`src/sclw_pkg.sv`:
```
// Constants and state types for the serial control word loader.
// Overview of operation
// - The device holds eight 40-bit control words, loaded only through the three-pin serial port.
// - Words are shifted most significant bit first, bit 39 first and bit 0 last.
// - Bits 39 to 37 of each word pick its address; addresses 1 to 7 each pick one of seven control buffers, address 0 has none.
// - Each word first lands in its addressed buffer, apart from the working register.
// - A word with bit 36 set copies every buffer to its working register once it is loaded.
// - A word with bit 36 clear changes only its buffer and leaves all working registers alone.
// - All buffers are copied to the working registers on the third rising clock edge after reset.
// - The address 0 word only triggers the update and is taken whatever the select level.
// - Address 000 is the broadcast word, whose bits 35 to 32 are reserved zeros.
// - Address 001 selects the phase generator, test enable and output configuration buffer.
package sclw_pkg;
  localparam int unsigned WORD_W    = 40;
  localparam int unsigned NUM_WORDS = 8;
  localparam int unsigned ADDR_W    = 3;
  localparam int unsigned CNT_W     = 6;
  localparam int unsigned ADDR_HI   = 39;
  localparam int unsigned ADDR_LO   = 37;
  localparam int unsigned UPD_BIT   = 36;

  localparam logic [ADDR_W-1:0] ADDR_BROADCAST = 3'h0;
  localparam logic [ADDR_W-1:0] ADDR_PHASE_TEST_OUT = 3'h1;

  localparam logic [CNT_W-1:0] BITS_PER_WORD = 6'h28;
  localparam logic [1:0] RESET_COPY_EDGE = 2'h2;
  localparam logic [1:0] RESET_DONE = 2'h3;
  localparam logic [WORD_W-1:0] WORD_RESET = 40'h00_0000_0000;

  typedef logic [NUM_WORDS-1:0][WORD_W-1:0] sclw_bank_t;

  typedef struct packed {
    logic [2:0]        sclk_sync;
    logic [1:0]        data_sync;
    logic [1:0]        sel_n_sync;
    logic              sel_n_last;
    logic [WORD_W-1:0] shift;
    logic [CNT_W-1:0]  count;
    logic              sel_seen;
    logic [1:0]        rst_edges;
    logic              update;
    sclw_bank_t        buffers;
    sclw_bank_t        working;
  } sclw_state_s;
endpackage : sclw_pkg

```
`src/sclw_loader.sv`:
```
// Serial control word loader: shift port, seven buffers and working registers.
`timescale 1ns/100ps
`default_nettype none
module sclw_loader (
  input  wire logic            clk_in,
  input  wire logic            sys_rst_in,
  input  wire logic            control_shift_clock_in,
  input  wire logic            control_data_in,
  input  wire logic            control_select_n_in,
  output logic [sclw_pkg::NUM_WORDS-1:0][sclw_pkg::WORD_W-1:0] working_regs_out,
  output logic                 update_pulse_out
);
  import sclw_pkg::*;

  // Synchronisers reset to the idle pin levels, so that no false select release follows reset.
  localparam sclw_state_s STATE_IDLE = '{
    sel_n_sync: 2'h3,
    sel_n_last: 1'b1,
    default:    '0
  };

  sclw_state_s s_q;
  sclw_state_s s_d;

  logic              clock_rise;
  logic              select_release;
  logic              select_now;
  logic              word_done;
  logic              word_taken;
  logic              copy_on_reset;
  logic [WORD_W-1:0] word;
  logic [ADDR_W-1:0] addr;

  // Moves a pin one stage further down a two-stage synchroniser.
  function automatic logic [1:0] sclw_sync2(
    input logic [1:0] stages,
    input logic       pin
  );
    sclw_sync2 = {stages[0], pin};
  endfunction : sclw_sync2

  // The shift clock keeps one stage more than the data pin, for edge finding; select gets its extra stage in sel_n_last.
  function automatic logic [2:0] sclw_sync3(
    input logic [2:0] stages,
    input logic       pin
  );
    sclw_sync3 = {stages[1:0], pin};
  endfunction : sclw_sync3

  // A level that is high now and was low one clock earlier marks a rising edge.
  function automatic logic sclw_rose(
    input logic now_level,
    input logic last_level
  );
    sclw_rose = now_level & ~last_level;
  endfunction : sclw_rose

  // Select is active low.
  function automatic logic sclw_selected(
    input logic sel_n
  );
    sclw_selected = ~sel_n;
  endfunction : sclw_selected

  // The newest bit enters at the bottom, so the first bit shifted ends up at the top.
  function automatic logic [WORD_W-1:0] sclw_shift_in(
    input logic [WORD_W-1:0] shift,
    input logic              data_bit
  );
    sclw_shift_in = {shift[WORD_W-2:0], data_bit};
  endfunction : sclw_shift_in

  function automatic logic [ADDR_W-1:0] sclw_addr_of(
    input logic [WORD_W-1:0] w
  );
    sclw_addr_of = w[ADDR_HI:ADDR_LO];
  endfunction : sclw_addr_of

  function automatic logic sclw_wants_update(
    input logic [WORD_W-1:0] w
  );
    sclw_wants_update = w[UPD_BIT];
  endfunction : sclw_wants_update

  function automatic logic sclw_last_bit(
    input logic [CNT_W-1:0] count
  );
    sclw_last_bit = (count == BITS_PER_WORD - 6'h1);
  endfunction : sclw_last_bit

  function automatic logic [CNT_W-1:0] sclw_count_next(
    input logic [CNT_W-1:0] count
  );
    if (sclw_last_bit(count)) begin
      sclw_count_next = '0;
    end else begin
      sclw_count_next = count + 6'h1;
    end
  endfunction : sclw_count_next

  // The last bit only completes a word when no select release restarts the framing.
  function automatic logic sclw_word_done(
    input logic             rise,
    input logic [CNT_W-1:0] count,
    input logic             restart
  );
    sclw_word_done = rise & sclw_last_bit(count) & ~restart;
  endfunction : sclw_word_done

  // Select counts as seen once it is low at any shift edge of the word.
  function automatic logic sclw_sel_next(
    input logic seen,
    input logic selected,
    input logic done
  );
    sclw_sel_next = (seen | selected) & ~done;
  endfunction : sclw_sel_next

  // Address 0 is taken whatever the select level; every other word needs select seen low.
  function automatic logic sclw_accepts(
    input logic [ADDR_W-1:0] a,
    input logic              sel_seen,
    input logic              selected
  );
    sclw_accepts = (a == ADDR_BROADCAST) || sel_seen || selected;
  endfunction : sclw_accepts

  // Writes one buffer; the broadcast address has no storage behind it.
  function automatic sclw_bank_t sclw_store(
    input sclw_bank_t        bank,
    input logic [ADDR_W-1:0] a,
    input logic [WORD_W-1:0] w
  );
    sclw_store = bank;
    for (int unsigned i = 1; i < NUM_WORDS; i++) begin
      if (a == i[ADDR_W-1:0]) begin
        sclw_store[i] = w;
      end
    end
  endfunction : sclw_store

  // Copies every buffer at once; slot 0 always reads back as the reset word.
  function automatic sclw_bank_t sclw_copy_all(
    input sclw_bank_t bank
  );
    sclw_copy_all                 = bank;
    sclw_copy_all[ADDR_BROADCAST] = WORD_RESET;
  endfunction : sclw_copy_all

  function automatic logic [1:0] sclw_reset_step(
    input logic [1:0] edges
  );
    if (edges == RESET_DONE) begin
      sclw_reset_step = edges;
    end else begin
      sclw_reset_step = edges + 2'h1;
    end
  endfunction : sclw_reset_step

  function automatic logic sclw_reset_copy_due(
    input logic [1:0] edges
  );
    sclw_reset_copy_due = (edges == RESET_COPY_EDGE);
  endfunction : sclw_reset_copy_due

  always_comb begin
    s_d        = s_q;
    s_d.update = 1'b0;

    // Pins pass two flip-flops before any logic reads them.
    s_d.sclk_sync  = sclw_sync3(s_q.sclk_sync, control_shift_clock_in);
    s_d.data_sync  = sclw_sync2(s_q.data_sync, control_data_in);
    s_d.sel_n_sync = sclw_sync2(s_q.sel_n_sync, control_select_n_in);
    s_d.sel_n_last = s_q.sel_n_sync[1];

    clock_rise     = sclw_rose(s_q.sclk_sync[1], s_q.sclk_sync[2]);
    select_release = sclw_rose(s_q.sel_n_sync[1], s_q.sel_n_last);
    select_now     = sclw_selected(s_q.sel_n_sync[1]);
    word           = sclw_shift_in(s_q.shift, s_q.data_sync[1]);
    addr           = sclw_addr_of(word);
    word_done      = sclw_word_done(clock_rise, s_q.count, select_release);
    word_taken     = word_done & sclw_accepts(addr, s_q.sel_seen, select_now);
    copy_on_reset  = sclw_reset_copy_due(s_q.rst_edges);

    s_d.rst_edges = sclw_reset_step(s_q.rst_edges);
    if (copy_on_reset) begin
      s_d.working = sclw_copy_all(s_q.buffers);
      s_d.update  = 1'b1;
    end

    // A select release restarts the framing even in mid word.
    if (select_release) begin
      s_d.count    = '0;
      s_d.sel_seen = 1'b0;
    end else if (clock_rise) begin
      s_d.shift    = word;
      s_d.count    = sclw_count_next(s_q.count);
      s_d.sel_seen = sclw_sel_next(s_q.sel_seen, select_now, word_done);
    end

    if (word_taken) begin
      s_d.buffers = sclw_store(s_q.buffers, addr, word);
      // The copy sees the buffers as they stand after this word lands.
      if (sclw_wants_update(word)) begin
        s_d.working = sclw_copy_all(s_d.buffers);
        s_d.update  = 1'b1;
      end
    end
  end

  always_ff @(posedge clk_in or posedge sys_rst_in) begin
    if (sys_rst_in) begin
      s_q <= STATE_IDLE;
    end else begin
      s_q <= s_d;
    end
  end

  assign working_regs_out = s_q.working;
  assign update_pulse_out = s_q.update;
endmodule : sclw_loader
`default_nettype wire

```
`config.mk`:
```
export PLATFORM = sky130hd
export DESIGN_NAME = sclw_loader
export DESIGN_NICKNAME = d
export VERILOG_FILES = /design/src/sclw_pkg.sv /design/src/sclw_loader.sv
export SDC_FILE = /design/constraint.sdc
export NUM_CORES = 1
export LEC_CHECK = 0
export ABC_CLOCK_PERIOD_IN_PS = 29800
export BUFFER_PORTS_ARGS = -buffer_cell sky130_fd_sc_hd__clkbuf_2
export CAP_MARGIN = 10
export CELL_PAD_IN_SITES_DETAIL_PLACEMENT = 0
export CELL_PAD_IN_SITES_GLOBAL_PLACEMENT = 1
export CORE_UTILIZATION = 50
export DETAILED_ROUTE_END_ITERATION = 10
export GPL_ROUTABILITY_DRIVEN = 0
export HOLD_SLACK_MARGIN = 0.1
export MAX_ROUTING_LAYER = met4
export PLACE_DENSITY_LB_ADDON = 0.1
export SETUP_SLACK_MARGIN = 0.15
export SYNTH_ARGS = -nofsm -noshare
export SYNTH_HDL_FRONTEND = slang
export SYNTH_SLANG_ARGS = --single-unit
```
`constraint.sdc`:
```
create_clock -name clk_in -period 29.8 [get_ports clk_in]
set_input_delay 1.49 -clock clk_in [delete_from_list [all_inputs] [get_ports clk_in]]
set_output_delay 1.49 -clock clk_in [all_outputs]
set_load 0.01 [all_outputs]
```
==> run_results.csv, run 1 <==
group,metric,value,unit
cts,clock_path_buffers,3,
route,drt_wl_total,83410,um
global_routing,antenna_found_initial,0,
cts,cts_tree,"done",
cts,cts_sinks,657,
synth,ys.flop_type,"dfrtp_1",
synth,netlist_instances,2798,
critical_path,worstPathMaxFanout,180,
placed_design,pre_cts_slack,25.04,ns
critical_path,worstPathArrival,5.25,ns
critical_path,slowest_delay,0.84,ns
route,drt_pass1_iterations,5,
timing,fmax,0.2079,GHz
synth,yosys.area.top_type,"dfrtp_1",
placed_design,io_buffers,325,
cts,cts_resized,0,
global_routing,grt_usage,26.21,%
final_layout,utilization,53.63,%
final_layout,drive_gt1_share,17.83,%
job,cap_violations,0,
critical_path,worst_r2r_startpoint,"addr[0]",
timing,worst_slack,24.99,ns
route,ant_nets,0,
critical_path,cp-start-kind,"register",
critical_path,crit_chain,"or3_1 > a311oi_4 > buf_12 > and2_4 > buf_4 > buf_4 > a21oi_1",
floorplan,core,63200,um^2
final_layout,multi_input_area,12120,um^2
synth,synth_area,32030,um^2
critical_path,path_buf_inv,3,
min_path,hold_class,"reg -> reg",
cts,root_buffer,"clkbuf_16",
timing,slew_headroom,19.08,%
synth,syn-num-nets,2806,
critical_path,critPathCaptureType,"register",
synth,synth_edf_count,0,
pwr,irDropWorstVdd,0.03430,mV
timing,drv_slew,0,
synth,synth.distinct_cells,36,
pwr,power_density,54.41,nW/um^2
floorplan,fp.dieW,255.1,um
synth,ys_seq_area_share,51.33,%
timing,finalHoldViolCount,0,
route,via_per_inst,5.746,
critical_path,crit_family,"buffers and inverters",
floorplan,rows,92,
route,drc,0,
timing,layout_min_cycle_time,4.809,ns
route,drt-initial-drc-count,1614,
cts,cts_buffers,73,
final_layout,syn2layout_area_growth,5.789,%
critical_path,slowest_stage,"buf_4",
synth,yosysMostFrequentCell,"mux2i_1",
synth,yosysWarnings,0,
cts,cts.hold.buffers_added,0,
global_routing,grt_pass1_vias,20840,
route,wl_per_cell,23.35,um
timing,fin_crit_sh,16.14,%
cts,clock_latency,0.60,ns
final_layout,fill_cells,5397,
route,num_vias,20520,
critical_path,worstPathRequired,30.24,ns
synth,synth_top_cell_area_share,51.09,%
critical_path,crit_top_cell,"buf_4",
outcome,outcome,"completed",
pwr,p_leak,0.01579,uW
floorplan,pin_count,326,
critical_path,crit_type,"reg -> reg",
timing,fin_skew,0.01923,ns
synth,synth.avg_cell_area,11.45,um^2
global_routing,grt_overflow_total,0,
floorplan,die_y,255.1,um
final_layout,register_area,16440,um^2
synth,synth_area_leaders,"dfrtp_1, mux2i_1, a21oi_1",
final_layout,nNetsFinal,2686,
timing,rsz0062_at_grt,"false",
cts,post_cts_buffers,0,
timing,fin_tns_setup,0,ns
min_path,worstHoldStart,"s_d[694]",
timing,setup_viol,0,
global_routing,grt_max_degree,190,
placed_design,dpl.hpwl,46990,um
floorplan,design.die.area,65090,um^2
critical_path,startpoint,"addr[0]",
cts,ctsHtreeMaxLevel,3,
global_routing,grt_pass1_wl,126600,um
synth,synth_async_sr_flop_share,100.0,%
timing,worst_pin_slew,1.214,ns
cts,path_clk_slew,0.06,ns
synth,ys_ff_latch,657,
floorplan,initial_core_util,50.69,%
synth,synth_common_cells,"mux2i_1, dfrtp_1, a21oi_1, buf_4, nand2_1",
[placed cells by master, fill, tap and decap left out, drive strengths merged, types with 7 or more instances in the layout]
cell	count
nor2	24
mux2	7
nand2	127
nand2b	18
buf	30
inv	7
clkinv	9
and2	49
a21oi	504
dfrtp	654
mux2i	812
nand3	7
clkbuf	432
[worst reg2reg max path, cell delays in order, from the launching register on]
cell	delay [ns]
dfrtp_1	0.51
or3_1	0.47
a311oi_4	0.37
buf_12	0.68
and2_4	0.79
buf_4	0.74
buf_4	0.85
a21oi_1	0.24
[power by group]
part | internal (uW) | switching (uW)
combinational | 5.81 | 29.3
sequential | 897 | 26.1
clock | 522 | 364
[kinds of logic (layout without fill, tap and decap cells)]
| kind of cell | count (synthesis) | after routing | synth area share [%] |
|---|---|---|---|
| xor gates and xnor gates | 4 | 4 | 0.1094 |
| buffers and inverters | 554 | 481 | 11.05 |
| muxes | 819 | 819 | 25.62 |
| other | 0 | 1 | 0 |
| and+or+nand+nor | 245 | 245 | 3.621 |
| adders and majority gates | 3 | 3 | 0.1172 |
| AOI/OAI and AO/OA | 516 | 516 | 8.151 |
| DFF | 657 | 657 | 51.33 |
[worst paths after layout]
kind | slack (ns) | to | depth (start not counted)
setup / recovery | 24.99 | s_q[372] | 7
hold / removal | 0.35 | s_q[694] | 0
setup reg to reg | 24.99 | s_q[372] | 7
hold reg to reg | 0.35 | s_q[694] | 0
max in group asynchronous | 26.19 | working_regs_out[232] | 4
min in group asynchronous | 1.05 | working_regs_out[77] | 2
[cell type report]
class	instances	share of cell area [%]
Sequential cell	657	48.52
Multi-Input combinational cell	1587	35.75
Clock buffer	107	6.432
Timing Repair Buffer	355	5.686
Tap cell	846	3.124
Clock inverter	15	0.4098
Inverter	4	0.06646
Antenna cell	1	0.007384
[state kept, by name (all words and copies together), names as in the netlist]
signal	count
update_pulse_out	1
s_q	328
addr	3
s_d	5
working_regs_out	320
[through the flow]
step           total power [uW]  cells  cell area, um^2  hold WS, ns
2_1_floorplan             949.0   2798            32030       0.3312
3_3_place_gp              974.4   3449            31570       0.3328
3_5_place_dp              975.6   3449            31570       0.3402
4_1_cts                    1867   3571            33890       0.3527
5_1_grt                    1904   3571            33890       0.3526
6_report                   1844   3572            33890       0.3492
[layer usage]
metal / wire (um) / part of all wire, % / GRT usage (%)
met4: 2583 / 3.1 / 9.495
met1: 36630 / 44 / 34.92
met2: 40040 / 48 / 40.72
met3: 4159 / 5.0 / 3.956
met5: 0 / 0 / -
Note: power is estimated with default switching activity, not from simulation.
==> inputs of run 2 (changes only) <==
Settings changed: ABC_CLOCK_PERIOD_IN_PS 29800 to 4000, CORE_UTILIZATION 50 to 43.
Clock period 29.8 ns to 4 ns, I/O delays scaled along.
==> run 2 against run 1 <==
Highest routed layer unchanged. Combinational power rose to 8.0 times the previous value. Core utilization is 6.5 points lower. Largest power group is now clock. Sequential share of layout area fell by 0.91 points. The run now ends with design-rule violations left. Global-route usage down 3.0 points. Register-to-register slack got worse by 24 ns.
==> run_results.csv, run 2 (same netlist as run 1, synthesis figures left out) <==
group,metric,value,unit
cts,post_cts_buffers,0,
cts,cts_sinks,657,
placed_design,dpl.hpwl,50780,um
floorplan,die_y,274.9,um
timing,fin_crit_sh,76.60,%
pwr,switching_share,22.82,%
outcome,outcome,"finished with violations",
cts,cts_buffers,75,
timing,setup_viol,0,
critical_path,crit_type,"reg -> reg",
floorplan,core,73330,um^2
route,drt_pass1_iterations,10,
route,via_per_inst,5.457,
critical_path,critPathCaptureType,"register",
route,wl_per_cell,23.36,um
route,drt_wl_total,86810,um
floorplan,pin_count,326,
global_routing,grt_pass1_wl,129800,um
floorplan,design.die.area,75590,um^2
final_layout,fill_cells,6609,
route,ant_nets,0,
timing,worst_pin_slew,1.270,ns
pwr,p_leak,0.01600,uW
critical_path,reg2reg_depth,5,
final_layout,finish.instance_area,34530,um^2
global_routing,grt_pass1_vias,20850,
critical_path,worstPathMaxFanout,177,
global_routing,grt_usage,23.24,%
critical_path,cp-start-kind,"register",
timing,fin_skew,0.01589,ns
timing,rsz0062_at_grt,"false",
pwr,p_int,10850,uW
route,drt-initial-drc-count,1258,
placed_design,io_buffers,325,
global_routing,grt_overflow_total,0,
timing,timing.hold.ws,0.1648,ns
critical_path,rrSetupSlack,0.94,ns
cts,ctsHtreeMaxLevel,3,
final_layout,utilization,47.09,%
final_layout,regMostFlops,"s_q",
outcome,violations,"design-rule violations",
floorplan,initial_core_util,43.69,%
timing,slew_headroom,15.11,%
final_layout,largest_reg_flops,328,
critical_path,worst_r2r_startpoint,"addr[0]",
timing,layout_min_cycle_time,3.064,ns
route,drc,19,
final_layout,finalNonFillerCells,3716,
final_layout,drive_gt1_share,18.32,%
final_layout,multi_input_area,12120,um^2
floorplan,rows,99,
timing,drv_slew,0,
pwr,comb_power_share,2.0,%
floorplan,fp.dieW,274.9,um
global_routing,antenna_found_initial,1,
timing,finalHoldViolCount,0,
placed_design,dpl.cell_count,3581,
final_layout,nNetsFinal,2711,
cts,path_clk_slew,0.06,ns
cts,cts_tree,"done",
critical_path,worstPathRequired,4.49,ns
pwr,netSwitchingPower,3207,uW
pwr,pwr-share-clk,49.0,%
pwr,power_density,406.9,nW/um^2
final_layout,antennaDiodeCount,0,
cts,root_buffer,"clkbuf_16",
pwr,irDropWorstVdd,0.2422,mV
cts,clock_path_buffers,3,
placed_design,placed_area,32060,um^2
global_routing,grt_max_degree,178,
timing,fmax,0.3264,GHz
route,num_vias,20280,
critical_path,reg2reg_to,"s_q[596]",
final_layout,final_cell_mix,"mux2i_1, dfrtp_1, a21oi_1",
min_path,hold_class,"in -> async",
cts,clock_latency,0.62,ns
final_layout,layout_commonest_cell,"mux2i_1",
critical_path,worstPathArrival,3.56,ns
final_layout,register_area,16440,um^2
final_layout,syn2layout_area_growth,7.800,%
pwr,pwr-share-seq,49.0,%
job,cap_violations,0,
[run 2: worst max-delay path, cell delays in order, from the launching register on]
cell and delay (ns):
dfrtp_1 0.52, or3_1 0.48, a311oi_4 0.42, buf_12 0.63, nand3_1 0.29, mux2_2 0.34
[run 2: how the worst max path moves through the flow]
stage,from,slack (ns),end,cells after the start
after floorplan,sys_rst_in,-5.18,addr[0],1
after global placement,addr[0],1.02,s_q[476],5
after detailed placement,addr[0],1.00,s_q[476],5
after CTS,addr[0],0.99,s_q[476],5
after global routing,addr[0],0.77,s_q[636],5
final,addr[0],0.94,s_q[596],5
[run 2: cell type report]
cell class | count | share of cell area, %
tap | 959 | 3.475
inverter | 4 | 0.05435
clock buffer | 112 | 6.217
multi-input combinational | 1587 | 35.08
clock inverter | 19 | 0.8261
timing repair buffer | 378 | 6.725
sequential | 657 | 47.62
[run 2: per-layer routing]
layer	wire length, um	GRT usage, %	up-vias
li1	-	-	9225
met2	42280	37.19	441
met5	0	-	-
met1	37250	29.31	10470
met3	4409	4.460	137
met4	2859	8.273	0
[run 2: power by group through the flow]
stage	registers, uW	clock network (uW)	logic [uW]
floorplan	6830	0	247
global placement	7010	0	282
detailed placement	7010	0	289
CTS	6890	7090	292
global route	6880	7340	320
finish	6880	6890	281
[run 2: repair_timing]
item	in CTS	in global routing
endpoints found under the setup margin	0	0
hold buffers	4	0
endpoints found under the hold margin	89	0
gates resized for setup	0	0
[run 2: per-stage QoR]
stage                     power (uW)   TNS, ns  setup WS, ns
final                          14050         0        0.9361
after global placement          7291         0         1.017
after global routing           14540         0        0.7700
after detailed placement        7297         0         1.001
after CTS                      14270         0        0.9914
after floorplan                 7073  -3394.37        -5.178
